==> src/pcv_params.svh <==
`ifndef PCV_PARAMS_SVH
`define PCV_PARAMS_SVH

// Register offsets
`define PCV_ADDR_SC       3'h0
`define PCV_ADDR_CNTH     3'h1
`define PCV_ADDR_CNTL     3'h2
`define PCV_ADDR_MODH     3'h3
`define PCV_ADDR_MODL     3'h4
`define PCV_ADDR_CHSC     3'h5
`define PCV_ADDR_CVH      3'h6
`define PCV_ADDR_CVL      3'h7

// Field positions
`define PCV_SC_CLKS_LSB   3
`define PCV_SC_CLKS_MSB   4
`define PCV_SC_CPWM_BIT   5
`define PCV_CH_POL_BIT    0
`define PCV_CH_MODE_LSB   2
`define PCV_CH_MODE_MSB   3

// Reset values
`define PCV_SC_RST        8'h00
`define PCV_CHSC_RST      8'h00
`define PCV_MOD_RST       16'h0000
`define PCV_CV_RST        16'h0000
`define PCV_CNT_RST       16'h0000

// Counter limits
`define PCV_FREE_LOW      16'h0000
`define PCV_FREE_TOP      16'hffff
`define PCV_ONE           16'h0001
`define PCV_CLKS_OFF      2'h0

`endif

==> src/pcv_pkg.sv <==
package pcv_pkg;

  typedef enum logic [1:0] {
    PCV_MODE_CAPTURE = 2'b00,
    PCV_MODE_COMPARE = 2'b01,
    PCV_MODE_EDGE    = 2'b10,
    PCV_MODE_EDGE2   = 2'b11
  } pcv_ch_mode_t;

  typedef enum logic {
    PCV_DIR_UP   = 1'b0,
    PCV_DIR_DOWN = 1'b1
  } pcv_dir_t;

endpackage

==> src/pcv_channel.sv <==
// Behaviour
// - Edge PWM loads pair at modulo-1 step
// - Free-running counter loads at fffe to ffff
// - Center PWM loads pair at modulo-1 step
// - Center compare equal modulo gives full duty
// - Center compare modulo-1 gives near full duty
// - Zero to nonzero waits for new period
// - Nonzero to zero finishes current period first
// - Control write in debug clears modulo pair
// - Center counts up/down, down match activates
// - Control write clears compare pair state
// - Capture mode ignores compare value writes
`include "pcv_params.svh"
`timescale 1ns/10ps
`default_nettype none
module pcv_channel #(
  parameter int CNT_W = 16
) (
  input  wire logic       ref_clk_in,
  input  wire logic       sys_rst_in,
  input  wire logic [2:0] reg_addr_in,
  input  wire logic [7:0] reg_wdata_in,
  input  wire logic       reg_wr_in,
  input  wire logic       reg_rd_in,
  output logic      [7:0] reg_rdata_out,
  input  wire logic       background_debug_state_in,
  output logic            channel_pwm_out,
  output logic            channel_oe_out
);

  generate
    if (CNT_W != 16) begin : g_bad_width
      $error("pcv_channel serves a 16-bit counter only");
    end
  endgenerate

  logic [7:0]          sc_r;
  logic [7:0]          chsc_r;
  logic [15:0]         mod_r;
  logic [15:0]         cv_r;
  logic [15:0]         eff_cv_r;
  logic [15:0]         cnt_r;
  pcv_pkg::pcv_dir_t   dir_r;
  logic                pwm_r;
  logic [7:0]          rdata_r;

  logic                wr_sc;
  logic                wr_cnt;
  logic                wr_cv_ok;
  logic                mod_pend;
  logic [15:0]         mod_val;
  logic                cv_pend;
  logic [15:0]         cv_val;
  logic                cv_load;
  logic                free_w;
  logic [15:0]         top_w;
  logic                tick;
  logic                cpwm_w;
  logic                pwm_mode_w;
  logic                pol_w;
  logic                active_w;
  pcv_pkg::pcv_ch_mode_t mode_w;

  assign wr_sc      = reg_wr_in && (reg_addr_in == `PCV_ADDR_SC);
  assign wr_cnt     = reg_wr_in && ((reg_addr_in == `PCV_ADDR_CNTH) ||
                                    (reg_addr_in == `PCV_ADDR_CNTL));
  assign cpwm_w     = sc_r[`PCV_SC_CPWM_BIT];
  assign mode_w     = pcv_pkg::pcv_ch_mode_t'(chsc_r[`PCV_CH_MODE_MSB:`PCV_CH_MODE_LSB]);
  assign pol_w      = chsc_r[`PCV_CH_POL_BIT];
  assign pwm_mode_w = cpwm_w || mode_w[1];
  assign free_w     = (mod_r == `PCV_FREE_LOW) || (mod_r == `PCV_FREE_TOP);
  assign top_w      = free_w ? `PCV_FREE_TOP : mod_r;
  assign tick       = (sc_r[`PCV_SC_CLKS_MSB:`PCV_SC_CLKS_LSB] != `PCV_CLKS_OFF) &&
                      !background_debug_state_in;
  assign wr_cv_ok   = cpwm_w || (mode_w != pcv_pkg::PCV_MODE_CAPTURE);

  // Modulo byte pair
  pcv_pair_buf u_mod_buf (
    .ref_clk_in  (ref_clk_in),
    .sys_rst_in  (sys_rst_in),
    .wr_hi_in    (reg_wr_in && (reg_addr_in == `PCV_ADDR_MODH)),
    .wr_lo_in    (reg_wr_in && (reg_addr_in == `PCV_ADDR_MODL)),
    .data_in     (reg_wdata_in),
    .clear_in    (wr_sc && background_debug_state_in),
    .take_in     (mod_pend),
    .value_out   (mod_val),
    .pending_out (mod_pend)
  );

  // Compare value byte pair
  pcv_pair_buf u_cv_buf (
    .ref_clk_in  (ref_clk_in),
    .sys_rst_in  (sys_rst_in),
    .wr_hi_in    (reg_wr_in && wr_cv_ok && (reg_addr_in == `PCV_ADDR_CVH)),
    .wr_lo_in    (reg_wr_in && wr_cv_ok && (reg_addr_in == `PCV_ADDR_CVL)),
    .data_in     (reg_wdata_in),
    .clear_in    (wr_sc),
    .take_in     (cv_load),
    .value_out   (cv_val),
    .pending_out (cv_pend)
  );

  // Load point for the compare value
  always_comb begin
    cv_load = 1'b0;
    if (cv_pend && tick) begin
      if (pwm_mode_w) begin
        cv_load = (dir_r == pcv_pkg::PCV_DIR_UP) &&
                  (cnt_r == top_w - `PCV_ONE);
      end else if (mode_w == pcv_pkg::PCV_MODE_COMPARE) begin
        cv_load = 1'b1;
      end
    end
  end

  always_ff @(posedge ref_clk_in or posedge sys_rst_in) begin
    if (sys_rst_in) begin
      sc_r <= `PCV_SC_RST;
    end else if (wr_sc) begin
      sc_r <= reg_wdata_in;
    end
  end

  always_ff @(posedge ref_clk_in or posedge sys_rst_in) begin
    if (sys_rst_in) begin
      chsc_r <= `PCV_CHSC_RST;
    end else if (reg_wr_in && (reg_addr_in == `PCV_ADDR_CHSC)) begin
      chsc_r <= reg_wdata_in;
    end
  end

  always_ff @(posedge ref_clk_in or posedge sys_rst_in) begin
    if (sys_rst_in) begin
      mod_r <= `PCV_MOD_RST;
    end else if (mod_pend) begin
      mod_r <= mod_val;
    end
  end

  always_ff @(posedge ref_clk_in or posedge sys_rst_in) begin
    if (sys_rst_in) begin
      cv_r <= `PCV_CV_RST;
    end else if (cv_load) begin
      cv_r <= cv_val;
    end
  end

  // Center mode duty latched at period start
  always_ff @(posedge ref_clk_in or posedge sys_rst_in) begin
    if (sys_rst_in) begin
      eff_cv_r <= `PCV_CV_RST;
    end else if (!cpwm_w || (cnt_r == `PCV_FREE_LOW)) begin
      eff_cv_r <= cv_r;
    end
  end

  // Counter and direction
  always_ff @(posedge ref_clk_in or posedge sys_rst_in) begin
    if (sys_rst_in) begin
      cnt_r <= `PCV_CNT_RST;
      dir_r <= pcv_pkg::PCV_DIR_UP;
    end else if (wr_cnt) begin
      cnt_r <= `PCV_CNT_RST;
      dir_r <= pcv_pkg::PCV_DIR_UP;
    end else if (tick) begin
      if (cpwm_w) begin
        case (dir_r)
          pcv_pkg::PCV_DIR_UP: begin
            if (cnt_r >= top_w) begin
              dir_r <= pcv_pkg::PCV_DIR_DOWN;
              cnt_r <= cnt_r - `PCV_ONE;
            end else begin
              cnt_r <= cnt_r + `PCV_ONE;
            end
          end
          pcv_pkg::PCV_DIR_DOWN: begin
            if (cnt_r == `PCV_FREE_LOW) begin
              dir_r <= pcv_pkg::PCV_DIR_UP;
              cnt_r <= cnt_r + `PCV_ONE;
            end else begin
              cnt_r <= cnt_r - `PCV_ONE;
            end
          end
          default: begin
            dir_r <= pcv_pkg::PCV_DIR_UP;
          end
        endcase
      end else begin
        dir_r <= pcv_pkg::PCV_DIR_UP;
        cnt_r <= (cnt_r >= top_w) ? `PCV_CNT_RST : cnt_r + `PCV_ONE;
      end
    end
  end

  // Active level of the waveform
  always_comb begin
    if (cpwm_w) begin
      if (eff_cv_r == top_w) begin
        active_w = 1'b1;
      end else if (eff_cv_r == `PCV_FREE_LOW) begin
        active_w = 1'b0;
      end else if (dir_r == pcv_pkg::PCV_DIR_DOWN) begin
        active_w = (cnt_r <= eff_cv_r);
      end else begin
        active_w = (cnt_r < eff_cv_r);
      end
    end else begin
      active_w = (cnt_r < cv_r);
    end
  end

  always_ff @(posedge ref_clk_in or posedge sys_rst_in) begin
    if (sys_rst_in) begin
      pwm_r <= 1'b0;
    end else if (pwm_mode_w) begin
      pwm_r <= pol_w ? active_w : !active_w;
    end
  end

  // Register read port
  always_ff @(posedge ref_clk_in or posedge sys_rst_in) begin
    if (sys_rst_in) begin
      rdata_r <= 8'h00;
    end else if (reg_rd_in) begin
      case (reg_addr_in)
        `PCV_ADDR_SC:   rdata_r <= sc_r;
        `PCV_ADDR_CNTH: rdata_r <= cnt_r[15:8];
        `PCV_ADDR_CNTL: rdata_r <= cnt_r[7:0];
        `PCV_ADDR_MODH: rdata_r <= mod_r[15:8];
        `PCV_ADDR_MODL: rdata_r <= mod_r[7:0];
        `PCV_ADDR_CHSC: rdata_r <= chsc_r;
        `PCV_ADDR_CVH:  rdata_r <= cv_r[15:8];
        `PCV_ADDR_CVL:  rdata_r <= cv_r[7:0];
        default:        rdata_r <= 8'h00;
      endcase
    end else begin
      rdata_r <= 8'h00;
    end
  end

  assign reg_rdata_out   = rdata_r;
  assign channel_pwm_out = pwm_r;
  assign channel_oe_out  = pwm_mode_w;
endmodule
`default_nettype wire

==> src/pcv_pair_buf.sv <==
`timescale 1ns/10ps
`default_nettype none
module pcv_pair_buf (
  input  wire logic        ref_clk_in,
  input  wire logic        sys_rst_in,
  input  wire logic        wr_hi_in,
  input  wire logic        wr_lo_in,
  input  wire logic [7:0]  data_in,
  input  wire logic        clear_in,
  input  wire logic        take_in,
  output logic      [15:0] value_out,
  output logic             pending_out
);

  logic        hi_seen_r;
  logic        lo_seen_r;
  logic [15:0] buf_r;

  // Byte writes win over clear and take
  always_ff @(posedge ref_clk_in or posedge sys_rst_in) begin
    if (sys_rst_in) begin
      hi_seen_r <= 1'b0;
    end else if (wr_hi_in) begin
      hi_seen_r <= 1'b1;
    end else if (clear_in || take_in) begin
      hi_seen_r <= 1'b0;
    end
  end

  always_ff @(posedge ref_clk_in or posedge sys_rst_in) begin
    if (sys_rst_in) begin
      lo_seen_r <= 1'b0;
    end else if (wr_lo_in) begin
      lo_seen_r <= 1'b1;
    end else if (clear_in || take_in) begin
      lo_seen_r <= 1'b0;
    end
  end

  always_ff @(posedge ref_clk_in or posedge sys_rst_in) begin
    if (sys_rst_in) begin
      buf_r <= 16'h0000;
    end else if (wr_hi_in) begin
      buf_r[15:8] <= data_in;
    end else if (wr_lo_in) begin
      buf_r[7:0] <= data_in;
    end
  end

  assign value_out   = buf_r;
  assign pending_out = hi_seen_r & lo_seen_r;

endmodule
`default_nettype wire

==> config.mk <==
export PLATFORM = sky130hd
export DESIGN_NAME = pcv_channel
export DESIGN_NICKNAME = d
export VERILOG_FILES = /design/src/pcv_pkg.sv /design/src/pcv_channel.sv /design/src/pcv_pair_buf.sv
export VERILOG_INCLUDE_DIRS = /design/src
export SDC_FILE = /design/constraint.sdc
export NUM_CORES = 1
export LEC_CHECK = 0
export BUFFER_PORTS_ARGS = -buffer_cell sky130_fd_sc_hd__buf_4
export CORE_MARGIN = 5
export CORE_UTILIZATION = 64
export CTS_CLUSTER_SIZE = 14
export DETAILED_ROUTE_END_ITERATION = 8
export PLACE_DENSITY = 0.88
export SYNTH_ARGS = -nofsm -noshare
export SYNTH_HDL_FRONTEND = slang
export SYNTH_HIERARCHICAL = 1
export SYNTH_SLANG_ARGS = --single-unit
==> constraint.sdc <==
create_clock -name ref_clk_in -period 6 [get_ports ref_clk_in]
set_input_delay 0.9 -clock ref_clk_in [delete_from_list [all_inputs] [get_ports ref_clk_in]]
set_output_delay 0.9 -clock ref_clk_in [all_outputs]
set_load 0.05 [all_outputs]
==> results.cfg, run 1 <==
[timing]
worstMarginPinSlew_ps = 1122
slew-limit-headroom = 0.2453
setup_viol = 0
period_needed_ps = 4733
rsz0062_at_grt = false
final.period_utilization = 0.7888
hold_violations = 0
slew_violations = 0
hold_slack_ps = 484.0
finalSetupTns_ps = 0
skew_ps = 11.73
max_freq_mhz = 211.3

[yosys]
syn_area_per_cell_um2 = 9.145
async_reset_ff_frac = 1.000
syn_inst = 964
syn_nets = 1031
synthFlopType = dfrtp_1
ys_seq_area_frac = 0.3576
ys_types = 75
synth-seq-cells = 126
yosysWarnings = 6
synth-edff-count = 0
syn_area_um2 = 8816

[power_and_ir_drop]
p_seq_frac = 0.342
peakVddDrop_uv = 345.4
leakage_nw = 4.285
swShare = 0.4644
power.density_nw_per_um2 = 517.0
p_clk_frac = 0.216
comb_power_share = 0.443
p_switching_mw = 2.304
internal_power_mw = 2.657

[clock_network]
root_buffer = clkbuf_16
hold_buffers = 0
cts.clk_slew.worst_paths_ps = 60
ctsResizeCount = 0
clock_latency_ps = 440
cts_tree = yes
clockBufferDepth = 2
htreeDepth = 4
postCtsSetupRepairBufs = 0
cts_buffers = 17
cts.sink_count = 126

[detailed_routing]
wl_per_cell_um = 26.25
drt-total-wl_mm = 29.98
drt_first_iter_violations = 1449
viasPerCell = 7.231
vias = 8258
dr.pass1.iters = 7
ant_nets = 0
drc_errors = 0

[place]
dp_hpwl_mm = 20.49
placed_area_um2 = 9001
io_buffer_count = 25
gp_congestion = 1.002
dp_cells = 1110

[critical_path]
cp-start-kind = flip-flop
cp.arrival_ps = 5040
path_class = reg -> reg
cp_num_buf_inv = 2
r2r_end = cv_r[13]
r2r_slack_ps = 1270
cp_cell_sequence = nor2_1 -> and4_1 -> a21o_1 -> nor2_1 -> ha_1 -> nor4b_2 -> nand4b_1 -> xor2_1 -> and3_1 -> nor4_2 -> o2111ai_2 -> buf_4 -> o21ba_1 -> buf_4 -> o41ai_1
path_delay_family = simple AND/OR/NAND/NOR gates
crit_required_ps = 6310
endpoint_kind = flip-flop
rr_worst_depth = 15
regToRegStartpoint = mod_r[14]
crit_path_top_delay_cell = dfrtp_1
critPathMaxStageDelay_ps = 690
cp_max_fo = 17

[cells_and_area]
drive_gt1_frac = 0.1625
design_area_um2 = 9598
layout.nets = 1020
synthToLayoutAreaGrowth_pct = 8.870
antenna_cells = 0
layoutNonFillerInstCount = 1142
fin_util = 0.7162

[worst_hold_path]
hold_path_end = u_mod_buf/lo_seen_r
hp-class = reg -> reg
hold_depth = 1
hold_start = u_mod_buf/lo_seen_r

[floorplan]
top_level_ports = 26
die_x_um = 127.4
start_util = 0.6579
core-area_um2 = 13400
die-area_um2 = 16220
dieHeight_um = 127.4
num_rows = 42

[grt]
grt_pass1_vias = 7945
grt_pass1_wl_mm = 46.38
antenna_found_initial = 0
grt_max_degree = 65
grt.total_usage = 0.3770
overflow = 0

[run_status]
outcome = complete, no violations

[flow_run]
max_cap_viol_count = 0
[cells by family after synthesis]
| kind of cell | share of synthesized area |
|---|---|
| compound gates | 0.1949 |
| buf+inv | 0.06884 |
| fa+ha+maj | 0.07238 |
| mux | 0.1002 |
| simple gates | 0.1713 |
| xor+xnor | 0.03477 |
| flops | 0.3576 |
[power by group through the flow]
stage,Clock [mW],Combinational (mW),Sequential (mW)
6_report,1.07,2.20,1.69
5_1_grt,1.11,2.37,1.70
4_1_cts,1.06,2.14,1.65
3_5_place_dp,0,2.10,1.66
3_3_place_gp,0,2.05,1.65
2_1_floorplan,0,1.70,1.36
[worst register-to-register path: stages (launching register included)]
cell and delay (ps):
dfrtp_1 690, nor2_1 150, and4_1 320, a21o_1 210, nor2_1 240, ha_1 270, nor4b_2 520, nand4b_1 180
xor2_1 200, and3_1 230, nor4_2 350, o2111ai_2 160, buf_4 240, o21ba_1 330, buf_4 240, o41ai_1 280
[flip-flops by register name (all words and copies together), names as in the netlist, 8 cells and up]
name / flops
eff_cv_r: 16
chsc_r: 8
cv_r: 16
reg_rdata_out: 8
u_mod_buf/value_out: 16
mod_r: 16
sc_r: 8
cnt_r: 16
u_cv_buf/value_out: 16
[worst max path at each step]
stage	from	to	slack (ps)	cells past startpoint
4_1_cts	mod_r[12]	cv_r[13]	1410	15
2_1_floorplan	mod_r[7]	cnt_r[14]	1640	17
3_3_place_gp	mod_r[12]	cv_r[13]	1500	15
3_5_place_dp	mod_r[12]	cv_r[13]	1480	15
5_1_grt	mod_r[12]	cv_r[13]	1040	15
6_report	mod_r[14]	cv_r[13]	1270	15
[cells in the final DEF, fill, tap and decap left out, drive strengths merged, types with 13 or more instances in the layout]
cell type and count:
dfrtp 126, nand2 75, inv 75, nor2 74, mux2 60, o21ai 59
ha 51, a21oi 46, buf 40, nor3 33, nand3 25, o211ai 23
xnor2 21, clkbuf 18, nor4 18, nand4 16, o41ai 16, xor2 14
a21o 13
[routing by layer]
layer	vias to the layer above	share of wire	global-route usage
li1	3486	-	-
met1	3886	0.37	0.4934
met2	701	0.43	0.5578
met3	185	0.12	0.09558
met4	0	0.077	0.2404
met5	-	0	0
[synthesized netlist by cell type, drive strengths merged, types with 5 or more instances]
cell | instances | share of area
dfrtp | 126 | 0.36
nand2 | 75 | 0.032
nor2 | 74 | 0.032
inv | 71 | 0.030
mux2 | 60 | 0.083
o21ai | 59 | 0.033
ha | 51 | 0.072
a21oi | 46 | 0.026
clkbuf | 38 | 0.016
nor3 | 33 | 0.019
buf | 32 | 0.022
nand3 | 25 | 0.014
o211ai | 23 | 0.020
xnor2 | 21 | 0.021
nor4 | 18 | 0.015
nand4 | 16 | 0.011
o41ai | 16 | 0.024
xor2 | 14 | 0.014
a21o | 13 | 0.011
a31oi | 10 | 0.0071
nand2b | 9 | 0.0081
a211oi | 8 | 0.0068
mux2i | 8 | 0.0091
nor2b | 8 | 0.0057
o32ai | 8 | 0.0079
and3 | 7 | 0.0050
o22ai | 7 | 0.0050
and2 | 6 | 0.0043
a221oi | 5 | 0.0050
a32o | 5 | 0.0057
nor4b | 5 | 0.0057
[stage by stage]
stage / power, mW / setup WS, ps
after detailed placement: 3.757 / 1479
after global placement: 3.698 / 1497
after floorplan: 3.059 / 1641
after global routing: 5.188 / 1042
final: 4.962 / 1267
after CTS: 4.849 / 1410
[layout make-up]
| cell class | count | area [µm²] |
|---|---|---|
| fill | 985 | 3802 |
| sequential | 126 | 3153 |
| clock buffer | 18 | 439.2 |
| tap | 176 | 220.2 |
| timing repair buffer | 40 | 300.3 |
| multi-input combinational | 696 | 5056 |
| clock inverter | 14 | 157.7 |
| inverter | 72 | 271.5 |
(Power assumes the default switching activity.)
==> inputs of run 2 (changes only) <==
Clock period 6 ns to 4.6 ns, I/O delays scaled along.
==> results.cfg, run 2 (synthesis results as in run 1) <==
[run_status]
outcome = complete, no violations

[clock_network]
root_buffer = clkbuf_16
cts.clk_slew.worst_paths_ps = 60
clock_latency_ps = 430
hold_buffers = 0
cts_buffers = 17
clockBufferDepth = 2
postCtsSetupRepairBufs = 0
htreeDepth = 4
ctsResizeCount = 0
cts.sink_count = 126
cts_tree = yes

[cells_and_area]
multi_input_area_um2 = 5056
synthToLayoutAreaGrowth_pct = 10.53
num-fill-cells = 935
final_cell_mix = 126 x dfrtp_1, 75 x nand2_1, 74 x nor2_1
mostFrequentLayoutCell = dfrtp_1
drive_gt1_frac = 0.1762
layout.nets = 1036
antenna_cells = 0
design_area_um2 = 9744
regArea_um2 = 3153

[detailed_routing]
wl_per_cell_um = 23.89
dr.pass1.iters = 7
drt-total-wl_mm = 27.67
drc_errors = 0
ant_nets = 0
viasPerCell = 6.992
vias = 8097
drt_first_iter_violations = 1234

[grt]
overflow = 0
grt_pass1_vias = 7911
grt_pass1_wl_mm = 43.90
grt.total_usage = 0.3493
grt_max_degree = 49
antenna_found_initial = 0

[critical_path]
endpoint_kind = flip-flop
cp_cell_sequence = nor4_4 -> and4_1 -> a21o_1 -> nor2_1 -> ha_1 -> nor4b_2 -> nand2_1 -> or4_1 -> nand3_1 -> xnor2_1 -> o2111ai_2 -> o21ba_1 -> buf_4 -> o41ai_1
critPathMaxStageDelay_ps = 650
r2r_slack_ps = 430
crit_required_ps = 4900
cp-start-kind = flip-flop
crit_path_top_delay_cell = dfrtp_1
path_class = reg -> reg
cp_max_fo = 8
regToRegStartpoint = mod_r[10]
crit_start = mod_r[10]
cp.arrival_ps = 4470

[timing]
max_freq_mhz = 239.8
worstMarginPinSlew_ps = 1110
finalSetupTns_ps = 0
hold_violations = 0
setup_viol = 0
period_needed_ps = 4169
slew-limit-headroom = 0.2534
final.period_utilization = 0.9064
layout_setup_ws_ps = 430.5
slew_violations = 0
rsz0062_at_grt = false
skew_ps = 11.02

[place]
placed_area_um2 = 9121
pre_cts_ws_ps = 519.9
gp_congestion = 1.068
io_buffer_count = 25
dp_hpwl_mm = 19.39

[floorplan]
die_x_um = 127.4
num_rows = 42
die-area_um2 = 16220
dieHeight_um = 127.4
top_level_ports = 26
core-area_um2 = 13400
start_util = 0.6579

[flow_run]
max_cap_viol_count = 0

[power_and_ir_drop]
power.density_nw_per_um2 = 664.7
leakage_nw = 4.376
peakVddDrop_uv = 430.2

[worst_hold_path]
hp-class = in -> async
-- run 2: worst max-delay path, delay by kind of cell, from the launching register on --
kind	cells	cell delay (ps)
buf+inv	1	180
simple gates	7	1790
xor+xnor	1	150
compound gates	4	990
flops	1	650
fa+ha+maj	1	250
-- run 2: cell type report --
| cell class | instances | share of cell area |
|---|---|---|
| inverters | 72 | 0.02786 |
| clock buffers | 17 | 0.04366 |
| repair buffers | 56 | 0.04314 |
| multi-input cells | 696 | 0.5189 |
| flip-flops and latches | 126 | 0.3236 |
| clock inverters | 15 | 0.02029 |
| well taps | 176 | 0.02260 |
-- run 2: report_power, final --
group,internal [mW],leakage [nW],switching [mW]
Clock,0.872,0.305,0.569
Sequential,1.49,1.56,0.627
Combinational,1.21,2.51,1.71
Total,3.57,4.38,2.91
-- run 2: path summary, 6_finish.rpt --
kind,end,cells after the start
min,u_mod_buf/value_out[9],2
max,cv_r[9],14
min in group ref_clk_in,u_mod_buf/lo_seen_r,1
max reg2reg,cv_r[9],14
min reg2reg,u_mod_buf/lo_seen_r,1
max in group asynchronous,cnt_r[4],3
-- run 2: routing by layer --
metal	global-route usage	share of wire	up-vias
met1	0.4484	0.36	3785
met5	0	0	-
met2	0.5348	0.45	598
met4	0.2025	0.063	0
met3	0.09098	0.13	173
li1	-	-	3541
-- run 2: through the flow --
step | hold slack [ps] | util | std cells | total power [mW]
floorplan | 441.4 | - | 964 | 3.990
global placement | 454.5 | 0.6807 | 1126 | 4.797
detailed placement | 458.8 | 0.6807 | 1126 | 4.896
CTS | 384.2 | 0.7272 | 1158 | 6.375
global route | 434.3 | 0.7272 | 1158 | 6.837
finish | 372.7 | 0.7272 | 1158 | 6.478
